**src/common/sif_defines.vh**
```
// constants for the storage-immediate opcode decode sequence
`ifndef SIF_DEFINES_VH
`define SIF_DEFINES_VH

// ************************************************************
// auxiliary save positions, printed numbers and array indexes
// ************************************************************
`define SIF_AUX_POS_OP       8'h00
`define SIF_AUX_POS_BYTE2    8'h01
`define SIF_AUX_POS_NSI_HI   8'h30
`define SIF_AUX_POS_NSI_LO   8'h31
`define SIF_AUX_IDX_OP       2'h0
`define SIF_AUX_IDX_BYTE2    2'h1
`define SIF_AUX_IDX_NSI_HI   2'h2
`define SIF_AUX_IDX_NSI_LO   2'h3
`define SIF_AUX_ENTRIES      4

// ************************************************************
// error indicator codes
// ************************************************************
`define SIF_ERR_NONE         4'h0
`define SIF_ERR_INVALID_OP   4'h1
`define SIF_ERR_PROTECT      4'h4
`define SIF_ERR_ADDRESS      4'h5
`define SIF_ERR_SPEC         4'h6

// ************************************************************
// opcode halves and fixed opcodes
// ************************************************************
`define SIF_UPPER_IMM        4'h9
`define SIF_UPPER_CTRL       4'h8
`define SIF_UPPER_BAD_A      4'hA
`define SIF_UPPER_BAD_B      4'hB
`define SIF_LOWER_DIAG       4'h3
`define SIF_LOWER_PSW        4'h1
`define SIF_OP_STORE_HALF    8'h40
`define SIF_OP_DIAG          8'h83
`define SIF_OP_STATUS_LOAD   8'h81

// ************************************************************
// address checks
// ************************************************************
`define SIF_PROTECT_LIMIT    16'h0090
`define SIF_LIMIT_4K         4'h0
`define SIF_LIMIT_8K         4'h1
`define SIF_LIMIT_16K        4'h2
`define SIF_SIZE_4K          2'h0
`define SIF_SIZE_8K          2'h1
`define SIF_INSTR_STEP       16'h0002
`define SIF_BYTE_STEP        16'h0001

`endif

```
**src/core/sif_aux_store.v**
```verilog
// auxiliary save positions held in flip-flops
`timescale 1ns/1ps
`include "sif_defines.vh"

module sif_aux_store (
  clk,
  sys_rst,
  wr_en,
  wr_idx,
  wr_data,
  rd_idx,
  rd_data
);
  input  wire       clk;      // processor clock
  input  wire       sys_rst;  // synchronous reset
  input  wire       wr_en;    // write strobe
  input  wire [1:0] wr_idx;   // entry written
  input  wire [7:0] wr_data;  // byte written
  input  wire [1:0] rd_idx;   // entry read
  output wire [7:0] rd_data;  // byte read, straight from flops

  // ************************************************************
  // storage entries
  // ************************************************************
  wire [7:0] entry_q [0:`SIF_AUX_ENTRIES-1];

  genvar gi;
  generate
    for (gi = 0; gi < `SIF_AUX_ENTRIES; gi = gi + 1) begin : g_ent
      reg [7:0] val_q;  // one save position
      // load on a matching write, clear on reset
      always @(posedge clk) begin
        if (sys_rst) begin
          val_q <= 8'h00;
        end else if (wr_en && (wr_idx == gi[1:0])) begin
          val_q <= wr_data;
        end
      end
      assign entry_q[gi] = val_q;
    end
  endgenerate

  // read is a plain mux, so a write shows one cycle later
  assign rd_data = entry_q[rd_idx];
endmodule

```
**src/core/sif_decoder.v**
```verilog
// storage-immediate format instruction-phase opcode decoder
`timescale 1ns/1ps
`include "sif_defines.vh"

// Operation
// RULE1: store-halfword: odd operand address stops code 6
// RULE2: save opcode and byte two at positions 00/01
// RULE3: fetch bytes three, four; next address remains
// RULE4: base 8-bit set adds register to displacement
// RULE5: top address nibble within storage size limit
// RULE6: over limit stops with address code 5
// RULE7: store next address at positions 30/31
// RULE8: read opcode, split halves, lower to nibble
// RULE9: upper half A or B stops code 1
// RULE10: upper 9 immediate path, 8 control path
// RULE11: immediate path keeps byte two for execution
// RULE12: nibble, operand address, byte two placed
// RULE13: lower 8-bit clear, below 144 stops 4
// RULE14: decode 91,92,94,95,96; others stop code 1
// RULE15: 8-bit and 4-bit set stops code 1
// RULE16: decode 99..9B; 98 invalid, no protect check
// RULE17: control lower half 3 starts diagnostic 83
// RULE18: control other than 3 or 1 stops
// RULE19: lower 1: protect check, then status load 81
// RULE20: storage-to-storage fetches, indexes first operand
// RULE21: error stop holds code until reset or restart

module sif_decoder (
  clk,
  sys_rst,
  start_si,
  start_ss,
  start_sth,
  instr_addr,
  opcode_in,
  byte2_in,
  op2_addr_in,
  storage_size,
  operator_restart,
  mem_rd_req,
  mem_rd_addr,
  mem_rd_data,
  mem_rd_ack,
  gr_sel,
  gr_data,
  exec_start,
  exec_opcode,
  ss_op1_ready,
  busy,
  cpu_stopped,
  error_indicator_reg,
  decode_nibble_reg,
  upper_half_reg,
  lower_half_reg,
  address_high_reg,
  address_mid_reg,
  address_low_reg,
  address_lowest_reg,
  sub_addr
);
  input  wire        clk;                 // 40 MHz processor clock
  input  wire        sys_rst;             // synchronous reset
  input  wire        start_si;            // begin storage-immediate decode
  input  wire        start_ss;            // begin storage-to-storage decode
  input  wire        start_sth;           // store-halfword boundary check
  input  wire [15:0] instr_addr;          // address of the opcode byte
  input  wire [7:0]  opcode_in;           // instruction byte one
  input  wire [7:0]  byte2_in;            // instruction byte two
  input  wire [15:0] op2_addr_in;         // operand 2 for store-halfword
  input  wire [1:0]  storage_size;        // 0 4K, 1 8K, else 16K
  input  wire        operator_restart;    // clears an error stop
  output reg         mem_rd_req;          // main storage read request
  output reg  [15:0] mem_rd_addr;         // main storage byte address
  input  wire [7:0]  mem_rd_data;         // byte returned
  input  wire        mem_rd_ack;          // read completes this cycle
  output reg  [2:0]  gr_sel;              // general register selected
  input  wire [15:0] gr_data;             // general register contents
  output reg         exec_start;          // one-cycle execution start
  output reg  [7:0]  exec_opcode;         // opcode decoded
  output reg         ss_op1_ready;        // one-cycle, first operand done
  output wire        busy;                // sequence in progress
  output reg         cpu_stopped;         // error stop held
  output reg  [3:0]  error_indicator_reg; // error code
  output reg  [3:0]  decode_nibble_reg;   // nibble under decode
  output reg  [3:0]  upper_half_reg;      // opcode upper half
  output reg  [3:0]  lower_half_reg;      // opcode lower half
  output wire [3:0]  address_high_reg;    // address bits 15..12
  output wire [3:0]  address_mid_reg;     // address bits 11..8
  output wire [3:0]  address_low_reg;     // address bits 7..4
  output wire [3:0]  address_lowest_reg;  // address bits 3..0
  output reg  [15:0] sub_addr;            // sub-register contents

  // ************************************************************
  // sequencer states
  // ************************************************************
  localparam [3:0] S_IDLE   = 4'h0;  // waiting for a start
  localparam [3:0] S_SAVE1  = 4'h1;  // byte two to position 01
  localparam [3:0] S_FETCH3 = 4'h2;  // base and high displacement
  localparam [3:0] S_FETCH4 = 4'h3;  // low displacement
  localparam [3:0] S_INDEX  = 4'h4;  // optional register add
  localparam [3:0] S_CHKSZ  = 4'h5;  // storage size check
  localparam [3:0] S_NSI_HI = 4'h6;  // next address high byte
  localparam [3:0] S_NSI_LO = 4'h7;  // next address low byte
  localparam [3:0] S_READOP = 4'h8;  // opcode back from position 00
  localparam [3:0] S_UPPER  = 4'h9;  // upper half decode
  localparam [3:0] S_IMM    = 4'hA;  // byte two back from position 01
  localparam [3:0] S_LOWER  = 4'hB;  // immediate lower half decode
  localparam [3:0] S_STOP   = 4'hC;  // error stop

  reg  [3:0]  state_q;     // current step
  reg  [15:0] addr_q;      // address registers as one word
  reg         ss_mode_q;   // storage-to-storage sequence
  reg  [7:0]  byte2_q;     // byte two until it is saved
  reg         aux_wr_en;   // save position write
  reg  [1:0]  aux_wr_idx;  // position written
  reg  [7:0]  aux_wr_data; // byte written
  reg  [1:0]  aux_rd_idx;  // position read
  wire [7:0]  aux_rd_data; // byte read back
  reg  [3:0]  size_limit;  // top nibble ceiling
  wire        below_prot;  // operand inside protected area

  assign address_high_reg   = addr_q[15:12];
  assign address_mid_reg    = addr_q[11:8];
  assign address_low_reg    = addr_q[7:4];
  assign address_lowest_reg = addr_q[3:0];
  assign busy               = (state_q != S_IDLE) && (state_q != S_STOP);
  assign below_prot         = (addr_q < `SIF_PROTECT_LIMIT);

  // ************************************************************
  // save positions
  // ************************************************************
  sif_aux_store u_aux (
    .clk     (clk),
    .sys_rst (sys_rst),
    .wr_en   (aux_wr_en),
    .wr_idx  (aux_wr_idx),
    .wr_data (aux_wr_data),
    .rd_idx  (aux_rd_idx),
    .rd_data (aux_rd_data)
  );

  // storage size selects the highest legal top nibble
  always @* begin
    case (storage_size)
      `SIF_SIZE_4K: size_limit = `SIF_LIMIT_4K;
      `SIF_SIZE_8K: size_limit = `SIF_LIMIT_8K;
      default:      size_limit = `SIF_LIMIT_16K;
    endcase
  end

  // save position writes and read selection per step
  always @* begin
    aux_wr_en   = 1'b0;
    aux_wr_idx  = `SIF_AUX_IDX_OP;
    aux_wr_data = 8'h00;
    aux_rd_idx  = `SIF_AUX_IDX_OP;
    case (state_q)
      S_IDLE: begin
        // opcode is written the cycle a start is taken
        aux_wr_en   = (start_si | start_ss) & ~start_sth; // RULE2
        aux_wr_data = opcode_in;
      end
      S_SAVE1: begin
        aux_wr_en   = 1'b1;                        // RULE2
        aux_wr_idx  = `SIF_AUX_IDX_BYTE2;
        aux_wr_data = byte2_q;
      end
      S_NSI_HI: begin
        aux_wr_en   = 1'b1;                        // RULE7
        aux_wr_idx  = `SIF_AUX_IDX_NSI_HI;
        aux_wr_data = sub_addr[15:8];
      end
      S_NSI_LO: begin
        aux_wr_en   = 1'b1;                        // RULE7
        aux_wr_idx  = `SIF_AUX_IDX_NSI_LO;
        aux_wr_data = sub_addr[7:0];
      end
      S_IMM: begin
        aux_rd_idx  = `SIF_AUX_IDX_BYTE2;
      end
      default: begin
        aux_rd_idx  = `SIF_AUX_IDX_OP;
      end
    endcase
  end

  // ************************************************************
  // main sequencer
  // ************************************************************
  always @(posedge clk) begin
    if (sys_rst) begin
      state_q             <= S_IDLE;
      addr_q              <= 16'h0000;
      sub_addr            <= 16'h0000;
      ss_mode_q           <= 1'b0;
      byte2_q             <= 8'h00;
      mem_rd_req          <= 1'b0;
      mem_rd_addr         <= 16'h0000;
      gr_sel              <= 3'h0;
      exec_start          <= 1'b0;
      exec_opcode         <= 8'h00;
      ss_op1_ready        <= 1'b0;
      cpu_stopped         <= 1'b0;
      error_indicator_reg <= `SIF_ERR_NONE;
      decode_nibble_reg   <= 4'h0;
      upper_half_reg      <= 4'h0;
      lower_half_reg      <= 4'h0;
    end else begin
      // pulses last one cycle
      exec_start   <= 1'b0;
      ss_op1_ready <= 1'b0;
      case (state_q)
        S_IDLE: begin
          if (start_sth) begin
            addr_q <= op2_addr_in;
            if (op2_addr_in[0]) begin
              // odd halfword address is a specification stop
              error_indicator_reg <= `SIF_ERR_SPEC;          // RULE1
              cpu_stopped         <= 1'b1;
              state_q             <= S_STOP;
            end else begin
              exec_opcode <= `SIF_OP_STORE_HALF;             // RULE1
              exec_start  <= 1'b1;
            end
          end else if (start_si || start_ss) begin
            ss_mode_q <= start_ss;                           // RULE20
            byte2_q   <= byte2_in;                           // RULE2
            // exchange brings the byte-three address forward
            addr_q    <= instr_addr + `SIF_INSTR_STEP;
            state_q   <= S_SAVE1;
          end
        end
        S_SAVE1: begin
          mem_rd_req  <= 1'b1;                               // RULE3
          mem_rd_addr <= addr_q;
          state_q     <= S_FETCH3;
        end
        S_FETCH3: begin
          if (mem_rd_ack) begin
            decode_nibble_reg <= mem_rd_data[7:4];           // RULE3
            sub_addr[15:8]    <= {4'h0, mem_rd_data[3:0]};
            addr_q            <= addr_q + `SIF_BYTE_STEP;
            mem_rd_addr       <= addr_q + `SIF_BYTE_STEP;
            state_q           <= S_FETCH4;
          end
        end
        S_FETCH4: begin
          if (mem_rd_ack) begin
            mem_rd_req <= 1'b0;
            // exchange: displacement forward, next address aside
            addr_q     <= {sub_addr[15:8], mem_rd_data};     // RULE3
            sub_addr   <= addr_q + `SIF_BYTE_STEP;           // RULE20
            gr_sel     <= decode_nibble_reg[2:0];
            state_q    <= S_INDEX;
          end
        end
        S_INDEX: begin
          // base 8-bit asks for the register to be added
          if (decode_nibble_reg[3]) begin
            addr_q <= addr_q + gr_data;                      // RULE4
          end
          state_q <= S_CHKSZ;
        end
        S_CHKSZ: begin
          if (addr_q[15:12] > size_limit) begin              // RULE5
            error_indicator_reg <= `SIF_ERR_ADDRESS;         // RULE6
            cpu_stopped         <= 1'b1;
            state_q             <= S_STOP;
          end else if (ss_mode_q) begin
            // first operand ready, byte-five address in sub
            ss_op1_ready <= 1'b1;                            // RULE20
            state_q      <= S_IDLE;
          end else begin
            state_q <= S_NSI_HI;
          end
        end
        S_NSI_HI: begin
          state_q <= S_NSI_LO;
        end
        S_NSI_LO: begin
          state_q <= S_READOP;
        end
        S_READOP: begin
          upper_half_reg    <= aux_rd_data[7:4];             // RULE8
          lower_half_reg    <= aux_rd_data[3:0];
          decode_nibble_reg <= aux_rd_data[3:0];             // RULE8
          state_q           <= S_UPPER;
        end
        S_UPPER: begin
          case (upper_half_reg)
            `SIF_UPPER_IMM: begin
              state_q <= S_IMM;                              // RULE10
            end
            `SIF_UPPER_CTRL: begin                           // RULE10
              if (decode_nibble_reg == `SIF_LOWER_DIAG) begin
                exec_opcode <= `SIF_OP_DIAG;                 // RULE17
                exec_start  <= 1'b1;
                state_q     <= S_IDLE;
              end else if (decode_nibble_reg == `SIF_LOWER_PSW) begin
                if (below_prot) begin
                  error_indicator_reg <= `SIF_ERR_PROTECT;   // RULE19
                  cpu_stopped         <= 1'b1;
                  state_q             <= S_STOP;
                end else begin
                  exec_opcode <= `SIF_OP_STATUS_LOAD;        // RULE19
                  exec_start  <= 1'b1;
                  state_q     <= S_IDLE;
                end
              end else begin
                error_indicator_reg <= `SIF_ERR_INVALID_OP;  // RULE18
                cpu_stopped         <= 1'b1;
                state_q             <= S_STOP;
              end
            end
            default: begin
              // A and B halves, and anything not of this format
              error_indicator_reg <= `SIF_ERR_INVALID_OP;    // RULE9
              cpu_stopped         <= 1'b1;
              state_q             <= S_STOP;
            end
          endcase
        end
        S_IMM: begin
          // byte two rides in the low sub-register byte
          sub_addr <= {8'h00, aux_rd_data};                  // RULE11 RULE12
          state_q  <= S_LOWER;
        end
        S_LOWER: begin
          if (!decode_nibble_reg[3]) begin
            if (below_prot) begin
              error_indicator_reg <= `SIF_ERR_PROTECT;       // RULE13
              cpu_stopped         <= 1'b1;
              state_q             <= S_STOP;
            end else begin
              case (decode_nibble_reg[2:0])                  // RULE14
                3'h1, 3'h2, 3'h4, 3'h5, 3'h6: begin
                  exec_opcode <= {`SIF_UPPER_IMM, decode_nibble_reg};
                  exec_start  <= 1'b1;
                  state_q     <= S_IDLE;
                end
                default: begin
                  error_indicator_reg <= `SIF_ERR_INVALID_OP;
                  cpu_stopped         <= 1'b1;
                  state_q             <= S_STOP;
                end
              endcase
            end
          end else if (decode_nibble_reg[2] ||
                       (decode_nibble_reg[1:0] == 2'h0)) begin
            // 4-bit with 8-bit, or 98, is not an opcode here
            error_indicator_reg <= `SIF_ERR_INVALID_OP;      // RULE15 RULE16
            cpu_stopped         <= 1'b1;
            state_q             <= S_STOP;
          end else begin
            // no protect check on this branch
            exec_opcode <= {`SIF_UPPER_IMM, decode_nibble_reg}; // RULE16
            exec_start  <= 1'b1;
            state_q     <= S_IDLE;
          end
        end
        S_STOP: begin
          // code stays until reset or operator restart
          if (operator_restart) begin                        // RULE21
            cpu_stopped         <= 1'b0;
            error_indicator_reg <= `SIF_ERR_NONE;
            state_q             <= S_IDLE;
          end
        end
        default: begin
          state_q <= S_IDLE;
        end
      endcase
    end
  end
endmodule

```
**config.mk**
```make
export PLATFORM = sky130hd
export DESIGN_NAME = sif_decoder
export DESIGN_NICKNAME = d
export VERILOG_FILES = /design/src/core/sif_aux_store.v /design/src/core/sif_decoder.v
export VERILOG_INCLUDE_DIRS = /design/src /design/src/common
export SDC_FILE = /design/constraint.sdc
export NUM_CORES = 1
export LEC_CHECK = 0
export BUFFER_PORTS_ARGS = -buffer_cell sky130_fd_sc_hd__buf_4
export CORE_MARGIN = 2
export CORE_UTILIZATION = 35
export CTS_CLUSTER_DIAMETER = 120
export DETAILED_ROUTE_END_ITERATION = 16
export SLEW_MARGIN = 20
export SYNTH_ARGS = -nofsm -noshare
export SYNTH_HDL_FRONTEND = slang
export SYNTH_HIERARCHICAL = 1
export SYNTH_SLANG_ARGS = --single-unit
```
**constraint.sdc**
```tcl
create_clock -name clk -period 2.8 [get_ports clk]
set_input_delay 0.84 -clock clk [delete_from_list [all_inputs] [get_ports clk]]
set_output_delay 0.84 -clock clk [all_outputs]
set_load 0.01 [all_outputs]
```
==> metrics.txt, run 1 <==
CP Data Required Time just under 2 ns; Compound-Gate Fraction of Synth Area 0.208; Data arrival, critical path 1.78 ns; GRT Util Overall 0.232; fraction of layout cells with a size suffix above 1 0.256; Flop pwr share 0.260; CP startpoint kind flop; cell-internal power ~5.7 mW; Final ANT Viol Nets 0; H-tree depth 4; setup TNS 0 ns; postcts setup bufs 0; Post-Syn Area per Cell between 8 and 9 um^2; DP Wirelength 20200 um; Yosys reg bits about 120; Root Driver clkbuf_16; most used cell, CP buf_4; starting DRC count in detailed routing between 700 and 800; Adder-Cell Fraction of Synth Area 0.0355; Post-synth ARST share 0; setup ws final 0.181 ns; clock latency on the worst-skew pair ~0.43 ns; Hold Path Class reg2reg; Power Density roughly 1000 nW/um^2; initial core utilization 0.360; mapped cell area roughly 7600 um^2; fin nets about 1200; final setup violation count 0; yosys warns 6; f_max 382 MHz; Worst path max stage delay around 0.63 ns; Post-synth EDFFs 0; Combinational Power Share 0.516; vias 7569; Clock transition at path regs ~0.06 ns; max reg flops 32; max-slew violations 0; r2r endpoint u_aux/g_ent[3].val_q[3]; Vias/cell 5.48; ys flop type dfxtp_1; number of fill cells in the layout between 2000 and 2500; Clk pwr share 0.224; simple-gate area share of the yosys netlist 0.239; Die Wd around 150 um; reg-to-reg setup timing slack 0.29 ns; VDD IR max just over 0.0005 V; switching portion of total power 0.432; clock sinks roughly 120; sequential-to-total area share from yosys stat 0.321; die footprint around 23000 um^2; Die Y ~150 um; Slew HR 0.499; DP Cell Count between 1000 and 1500; First-pass DRT Iterations 6; Biggest register u_aux/g_ent.val_q; crit path cell chain nor2_1 > buf_4 > nand3_1 > nand2_1 > inv_1 > buf_4; status complete, no violations; Worst Hold Endpoint gr_sel[1]; Mapped Cells about 900; DRC violation count after routing 0; RSZ-0062 raised after global routing no; maximum clock path buffer count 2; Worst Reg2Reg Path Length in Cells 7; total wire length roughly 26000 um; Final Critical Period approximately 2.6 ns; Worst setup EP type output pin; Non-Filler Instances 1380; pre-CTS setup slack -0.167 ns; CTS resizes 0; gpl congestion ~0.9; hold wc startpoint gr_sel[1]; global-route wire length before repair between 40000 and 50000 um; Critical-path top delay cell dfxtp_1; RR Startpoint state_q[3]; Worst Path Max Fanout 15; Psw around 4.3 mW; crit path kind reg2out; routed length per instance between 15 and 20 um; Hold-fix buffers, CTS 0; diode count 0; CTS tree built; Leak a little over 4 nW; Core Area around 21000 um^2; Min-Delay Path Depth 2; period utilization 0.936; initial antenna violation count 0; # rows 53; gr ovfl total 0; max_cap viols 0; xor/xnor share of the synthesized area 0.0529; I/O Buffers around 160; cts bufs inserted 17; number of I/O pins around 160; worst hold slack between 0.4 and 0.5 ns; post-layout total power approximately 10 mW; worst slew pin tran 0.750 ns; P&R area growth vs syn 30.1%; Fin. Hold Viols 0; post-synthesis mux area share 0.0924; largest family of logic cells by synthesized area simple AND/OR/NAND/NOR gates; largest net degree at the start of global routing slightly above 60; vias in the first global route about 7100; synth unique cells 86; Setup Skew 0.0119 ns
-- through the flow --
step	utilization	instance area, um^2
after floorplan	-	7620
after global placement	0.440	9310
after detailed placement	0.440	9310
after CTS	0.468	9900
after global routing	0.468	9900
final	0.468	9900
-- critical path, delay by kind of cell, from the launching register on --
| kind | cells | cell delay, ns |
|---|---|---|
| buffers and inverters | 3 | 0.37 |
| DFF | 1 | 0.63 |
| and+or+nand+nor | 3 | 0.36 |
-- kinds of logic (layout without fill, tap and decap cells) --
logic type | Yosys count | count (layout)
AO/OA/AOI/OAI | 228 | 228
XOR/XNOR | 46 | 46
AND/OR/NAND/NOR | 358 | 358
buffers and inverters | 85 | 267
flip-flops | 122 | 122
multiplexers | 60 | 60
adder cells (fa/ha/maj) | 21 | 21
other | 1 | 3
-- cells in the mapped netlist (13+ instances only) --
master	instances	area (um^2)
mux2i_1	50	500
inv_1	18	67.6
clkbuf_1	36	135
nand2_1	91	342
buf_2	21	105
nor2_1	101	379
o21ai_0	38	190
a21oi_1	54	270
xnor2_1	34	298
dfxtp_1	122	2440
a211oi_1	28	210
nand3_1	23	115
ha_1	20	250
nand2b_1	48	300
a222oi_1	13	130
nor3_1	18	90.1
-- cell type report --
type                       instances  area (um^2)  area share
inverter                          18         67.6     0.00682
tap                              275          344      0.0347
clock buffer                      17          425      0.0430
clock inverter                    15          163      0.0164
sequential                       122         2440       0.247
timing repair buffer             217         1670       0.168
multi-input combinational        716         4790       0.484
-- cells in the final DEF (no fill, tap or decap), types with 10 or more instances in the layout --
cell,count
buf_4,214
dfxtp_1,122
nor2_1,101
nand2_1,91
a21oi_1,54
mux2i_1,50
nand2b_1,48
o21ai_0,37
xnor2_1,34
a211oi_1,27
nand3_1,23
ha_1,20
inv_1,18
nor3_1,18
clkbuf_16,17
a222oi_1,13
xor2_1,12
a221oi_1,12
nor2b_1,11
a22oi_1,10
-- worst max-delay path by stage --
| stage | start | endpoint | slack (ns) |
|---|---|---|---|
| 2_1_floorplan | gr_data[0] | addr_q[10] | 0.04 |
| 6_report | state_q[0] | busy | 0.18 |
| 5_1_grt | state_q[0] | busy | 0.04 |
| 4_1_cts | state_q[0] | busy | 0.19 |
| 3_3_place_gp | gr_data[0] | addr_q[10] | -0.11 |
| 3_5_place_dp | gr_data[0] | addr_q[10] | -0.17 |
-- power by group through the flow --
stage / Clock, mW / Sequential, mW / Combinational (mW)
finish: 2.23 / 2.59 / 5.14
global route: 2.35 / 2.65 / 5.56
CTS: 2.26 / 2.58 / 5.07
detailed placement: 0 / 2.62 / 5.04
global placement: 0 / 2.62 / 5.04
floorplan: 0 / 2.54 / 3.19
-- layer usage --
metal  track usage  wire, um  vias up
li1              -         -     3693
met2         0.357     11900      310
met1         0.325     12100     3531
met3        0.0446      1880       35
met4        0.0757       599        0
met5             0         0        -
Power figures use the tool's default switching activity.
==> run 2: changes to the inputs <==
--- a/config.mk
+++ b/config.mk
@@ -6,11 +6,13 @@
 export SDC_FILE = /design/constraint.sdc
 export NUM_CORES = 1
 export LEC_CHECK = 0
+export ABC_CLOCK_PERIOD_IN_PS = 2800
 export BUFFER_PORTS_ARGS = -buffer_cell sky130_fd_sc_hd__buf_4
 export CORE_MARGIN = 2
 export CORE_UTILIZATION = 35
 export CTS_CLUSTER_DIAMETER = 120
 export DETAILED_ROUTE_END_ITERATION = 16
+export REMOVE_ABC_BUFFERS = 1
 export SLEW_MARGIN = 20
 export SYNTH_ARGS = -nofsm -noshare
 export SYNTH_HDL_FRONTEND = slang
==> metrics.txt, run 2 (synthesis gave the netlist of run 1 again) <==
status complete, no violations (unchanged); CTS resizes 0 (unchanged); max reg flops 32 (unchanged); Die Wd 151 um (unchanged); maximum clock path buffer count 2 (unchanged); Vias/cell 5.54 (was 5.48); total wire length 26600 um (was 26500 um); Core Area 21200 um^2 (unchanged); starting DRC count in detailed routing 769 (was 760); CTS tree built (unchanged); routed length per instance 19.3 um (was 19.2 um); fraction of layout cells with a size suffix above 1 0.253 (was 0.256); Flop pwr share 0.261 (was 0.260); Critical path buffers and inverters 2 (was 3); hold wc startpoint gr_sel[0] (was gr_sel[1]); crit path cell chain nor2_1 > nand3_1 > nand2_1 > inv_1 > buf_4 (was nor2_1 > buf_4 > nand3_1 > nand2_1 > inv_1 > buf_4); Leak 4.09 nW (was 4.10 nW); Die Y 151 um (unchanged); clock latency on the worst-skew pair 0.42 ns (was 0.43 ns); initial core utilization 0.360 (unchanged); Worst Path Max Fanout 18 (was 15); postcts setup bufs 0 (unchanged); reg-to-reg setup timing slack 0.29 ns (about the same); r2r endpoint addr_q[12] (was u_aux/g_ent[3].val_q[3]); Data arrival, critical path 1.84 ns (was 1.78 ns); Final ANT Viol Nets 0 (unchanged); number of fill cells in the layout 2087 (was 2075); max-slew violations 0 (unchanged); Worst Reg2Reg Path Length in Cells 7 (unchanged); P&R area growth vs syn 30.0% (was 30.1%); Setup Skew 0.0107 ns (was 0.0119 ns); commonest non-fill, non-tap cell in the layout buf_4 (unchanged); Hold Path Class reg2reg (unchanged); die footprint 22900 um^2 (unchanged); gpl congestion 0.941 (was 0.923); Worst path max stage delay 0.50 ns (was 0.63 ns); Psw 4.18 mW (was 4.30 mW); gr ovfl total 0 (unchanged); Min-Delay Path Depth 2 (unchanged); Biggest register u_aux/g_ent.val_q (unchanged); Clock transition at path regs 0.06 ns (about the same); vias 7652 (was 7569); DP Wirelength 20300 um (was 20200 um); global-route wire length before repair 40500 um (about the same); RSZ-0062 raised after global routing no (unchanged); clock sinks 122 (unchanged); worst slew pin tran 0.706 ns (was 0.750 ns); Hold-fix buffers, CTS 0 (unchanged); Worst Hold Endpoint gr_sel[0] (was gr_sel[1]); Fin. Hold Viols 0 (unchanged); RR Startpoint state_q[3] (unchanged); CP top delay family simple AND/OR/NAND/NOR gates (was flip-flops); Critical-path top delay cell dfxtp_1 (unchanged); H-tree depth 4 (unchanged); First-pass DRT Iterations 5 (was 6); most frequent cells in the layout buf_4, dfxtp_1, nor2_1, nand2_1, a21oi_1 (unchanged); cell-internal power 5.67 mW (was 5.66 mW); vias in the first global route 7167 (was 7074); Worst setup EP type output pin (unchanged); VDD IR max 0.000509 V (was 0.000510 V); Combinational Power Share 0.523 (was 0.516); footprint of the multi-input gates 4790 um^2 (unchanged); period utilization 0.956 (was 0.936); final setup violation count 0 (unchanged); switching portion of total power 0.424 (was 0.432); f_max 374 MHz (was 382 MHz); CP startpoint kind flop (unchanged); Clk pwr share 0.216 (was 0.224); worst hold slack 0.454 ns (was 0.458 ns); cts bufs inserted 17 (unchanged); I/O Buffers 158 (unchanged); GRT Util Overall 0.233 (was 0.232); crit path kind reg2out (unchanged); Storage cell area 2440 um^2 (unchanged); Slew HR 0.528 (was 0.499); max_cap viols 0 (unchanged); fin util 0.468 (about the same); # rows 53 (unchanged); fin nets 1196 (was 1194); Final Critical Period 2.68 ns (was 2.62 ns); Root Driver clkbuf_16 (unchanged); initial antenna violation count 1 (was 0); DRC violation count after routing 0 (unchanged); largest net degree at the start of global routing 96 (was 61); CP Data Required Time 1.96 ns (about the same); number of I/O pins 161 (unchanged); Power Density 997 nW/um^2 (was 1010 nW/um^2)
==> run 2: worst max path at each step <==
| stage | cells past startpoint | from | endpoint |
|---|---|---|---|
| after floorplan | 6 | state_q[3] | mem_rd_addr[13] |
| after global placement | 9 | gr_data[0] | addr_q[10] |
| after detailed placement | 9 | gr_data[0] | addr_q[10] |
| after CTS | 5 | state_q[3] | busy |
| after global routing | 5 | state_q[3] | busy |
| final | 5 | state_q[1] | busy |
==> run 2: final cells by class <==
cell class / instances / area share
Tap cell: 275 / 0.0348
Antenna cell: 1 / 0.000253
Clock buffer: 22 / 0.0469
Inverter: 18 / 0.00683
Timing Repair Buffer: 219 / 0.170
Clock inverter: 7 / 0.00961
Multi-Input combinational cell: 716 / 0.485
Sequential cell: 122 / 0.247
==> run 2: stage by stage <==
step / instances / instance area (um^2) / power [mW] / TNS (ns) / worst slack [ns]
2_1_floorplan: 856 / 7300 / 5.44 / -3.38 / -0.242
3_3_place_gp: 1350 / 9320 / 7.65 / -0.718 / -0.275
3_5_place_dp: 1350 / 9320 / 7.67 / -0.729 / -0.272
4_1_cts: 1379 / 9880 / 9.83 / 0 / 0.135
5_1_grt: 1380 / 9890 / 10.4 / 0 / 0.000112
6_report: 1380 / 9890 / 9.86 / 0 / 0.124
==> run 2: worst reg2reg max path: stages, from the launching register on <==
cell and delay (ns):
dfxtp_1 0.50, buf_4 0.26, nor4_2 0.45, nand2_1 0.14
o21a_1 0.28, o21ai_0 0.47, a31o_2 0.21, o31ai_1 0.07
==> run 2: power groups by stage <==
stage	clock network, mW	logic [mW]	registers [mW]
floorplan	0	2.73	2.71
global placement	0	5.05	2.59
detailed placement	0	5.07	2.60
CTS	2.16	5.10	2.57
global route	2.25	5.55	2.63
finish	2.13	5.15	2.57
==> run 2: metal layers <==
layer	vias to the layer above	part of all wire	global-route usage
li1	3685	-	-
met1	3625	0.45	0.322
met2	301	0.44	0.355
met3	41	0.087	0.0575
met4	0	0.026	0.0734
met5	-	0	0
==> run 3: changes to the inputs <==
--- a/config.mk
+++ b/config.mk
@@ -9,9 +9,10 @@
 export ABC_CLOCK_PERIOD_IN_PS = 2800
 export BUFFER_PORTS_ARGS = -buffer_cell sky130_fd_sc_hd__buf_4
 export CORE_MARGIN = 2
-export CORE_UTILIZATION = 35
+export CORE_UTILIZATION = 45
 export CTS_CLUSTER_DIAMETER = 120
 export DETAILED_ROUTE_END_ITERATION = 16
+export PLACE_DENSITY = 0.7
 export REMOVE_ABC_BUFFERS = 1
 export SLEW_MARGIN = 20
 export SYNTH_ARGS = -nofsm -noshare
==> metrics.txt, run 3 (synthesis gave the netlist of run 1 again) <==
worst slew pin tran 0.620 ns (was 0.706 ns); r2r endpoint addr_q[12] (unchanged); switching portion of total power 0.419 (was 0.424); clock sinks 122 (unchanged); crit path kind in2reg (was reg2out); diode count 0 (was 1); Worst Path Max Fanout 3 (was 18); maximum clock path buffer count 2 (unchanged); Slew HR 0.584 (was 0.528); Storage cell area 2440 um^2 (unchanged); most frequent cells in the layout buf_4, dfxtp_1, nor2_1, nand2_1, a21oi_1 (unchanged); max-slew violations 0 (unchanged); period utilization 0.952 (was 0.956); I/O Buffers 158 (unchanged); Worst path max stage delay 0.46 ns (was 0.50 ns); number of fill cells in the layout 1533 (was 2087); CP top delay family compound AO/OA/AOI/OAI gates (was simple AND/OR/NAND/NOR gates); Setup Skew 0.00926 ns (was 0.0107 ns); Area after DPL 9170 um^2 (was 9320 um^2); Die Y 134 um (was 151 um); RR Startpoint addr_q[0] (was state_q[3]); most used cell, CP buf_4; Combinational Power Share 0.502 (was 0.523); Flop pwr share 0.259 (was 0.261); gr ovfl total 0 (unchanged); DRC violation count after routing 0 (unchanged); number of I/O pins 161 (unchanged); vias in the first global route 7208 (was 7167); commonest non-fill, non-tap cell in the layout buf_4 (unchanged); Core Area 16600 um^2 (was 21200 um^2); Worst setup EP type flop (was output pin); Root Driver clkbuf_16 (unchanged); cell-internal power 5.82 mW (was 5.67 mW); DP Wirelength 18700 um (was 20300 um); CP endpoint addr_q[12] (was busy); CP Data Required Time 3.14 ns (was 1.96 ns); max reg flops 32 (unchanged); Final ANT Viol Nets 0 (unchanged); CTS tree built (unchanged); die footprint 18000 um^2 (was 22900 um^2); Psw 4.19 mW (was 4.18 mW); postcts setup bufs 0 (unchanged); Critical path buffers and inverters 2 (unchanged); H-tree depth 4 (unchanged); Die Wd 134 um (was 151 um); First-pass DRT Iterations 5 (unchanged); fin nets 1188 (was 1196); Final Critical Period 2.67 ns (was 2.68 ns); GRT Util Overall 0.277 (was 0.233); status complete, no violations (unchanged); max_cap viols 0 (unchanged); worst hold slack 0.450 ns (was 0.454 ns); Hold Path Class reg2reg (unchanged); final instance area 9820 um^2 (was 9890 um^2); Data arrival, critical path 3.01 ns (was 1.84 ns); Vias/cell 5.84 (was 5.54); RSZ-0062 raised after global routing no (unchanged); Clk pwr share 0.239 (was 0.216); Leak 4.08 nW (was 4.09 nW); starting DRC count in detailed routing 1034 (was 769); Power Density 1020 nW/um^2 (was 997 nW/um^2); fraction of layout cells with a size suffix above 1 0.252 (was 0.253); P&R area growth vs syn 29.0% (was 30.0%); routed length per instance 19.0 um (was 19.3 um); VDD IR max 0.000692 V (was 0.000509 V); largest net degree at the start of global routing 119 (was 96); Biggest register u_aux/g_ent.val_q (unchanged); Clock transition at path regs 0.06 ns (about the same); final setup violation count 0 (unchanged); gpl congestion 0.955 (was 0.941); footprint of the multi-input gates 4790 um^2 (unchanged); CP startpoint kind primary input (was flop); Critical-path top delay cell fa_1 (was dfxtp_1); crit path cell chain buf_4 > ha_1 > fa_1 > a211oi_2 > o21ai_0 > buf_4 > a211oi_1 > o41ai_1 > xnor2_1 > o31ai_1 (was nor2_1 > nand3_1 > nand2_1 > inv_1 > buf_4); clock latency on the worst-skew pair 0.43 ns (was 0.42 ns); global-route wire length before repair 38700 um (was 40500 um); # rows 47 (was 53); reg-to-reg setup timing slack 0.26 ns (was 0.29 ns); f_max 375 MHz (was 374 MHz); vias 7699 (was 7652); total wire length 25000 um (was 26600 um); beginning of the critical path gr_data[0] (was state_q[1]); cts bufs inserted 17 (unchanged); Worst Reg2Reg Path Length in Cells 9 (was 7); WP depth 10 (was 5); initial antenna violation count 0 (was 1); Fin. Hold Viols 0 (unchanged); initial core utilization 0.459 (was 0.360)
run 3: changes by cell type in the layout (fill, tap and decap cells not counted), sizes merged:
cell | previous run | this run
diode | 1 | 0
clkbuf | 22 | 19
inv | 18 | 21
clkinv | 4 | 3
buf | 219 | 211
clkinvlp | 1 | 3
bufinv | 2 | 4
run 3: layer usage:
layer,global-route usage,wire length [um],vias to the layer above
met5,0,0,-
met1,0.375,10700,3570
li1,-,-,3680
met4,0.0942,756,0
met2,0.432,11200,391
met3,0.0711,2370,58
run 3: what timing repair did:
item	in CTS	in global routing
hold buffers	0	0
setup endpoints to repair	0	1
gates resized for setup	0	1
run 3: how the worst min path moves through the flow:
stage	startpoint	endpoint	slack, ns	cells after the start
CTS	error_indicator_reg[2]	error_indicator_reg[2]	0.45	2
global route	error_indicator_reg[2]	error_indicator_reg[2]	0.47	2
detailed placement	error_indicator_reg[2]	error_indicator_reg[2]	0.45	2
global placement	lower_half_reg[3]	lower_half_reg[3]	0.45	2
finish	error_indicator_reg[2]	error_indicator_reg[2]	0.45	2
floorplan	u_aux/g_ent[1].val_q[0]	u_aux/g_ent[1].val_q[0]	0.44	2
run 3: layout make-up:
cell class,count,share of cell area
clock inverter,13,0.0191
clock buffer,19,0.0461
multi-input combinational,716,0.488
inverter,18,0.00688
tap,220,0.0280
sequential,122,0.249
timing repair buffer,211,0.163
run 3: tightest hold or removal path, cell delays in order (launching register included):
cell and delay (ns):
dfxtp_1 0.31, inv_1 0.05, a211oi_1 0.05
run 3: stage by stage:
| step | total power [mW] | setup WS (ns) | std cells | util | TNS, ns |
|---|---|---|---|---|---|
| 3_5_place_dp | 7.50 | -0.303 | 1287 | 0.553 | -0.865 |
| 6_report | 10.0 | 0.133 | 1319 | 0.592 | 0 |
| 5_1_grt | 10.6 | 0.0293 | 1319 | 0.592 | 0 |
| 2_1_floorplan | 5.44 | -0.242 | 856 | - | -3.38 |
| 3_3_place_gp | 7.47 | -0.261 | 1287 | 0.553 | -0.663 |
| 4_1_cts | 9.91 | 0.133 | 1319 | 0.592 | 0 |
run 3: power by group through the flow:
stage | Combinational, mW | Sequential (mW) | Clock [mW]
after global routing | 5.41 | 2.65 | 2.50
final | 5.03 | 2.59 | 2.39
after CTS | 4.92 | 2.58 | 2.41
after detailed placement | 4.89 | 2.61 | 0
after global placement | 4.87 | 2.61 | 0
after floorplan | 2.73 | 2.71 | 0
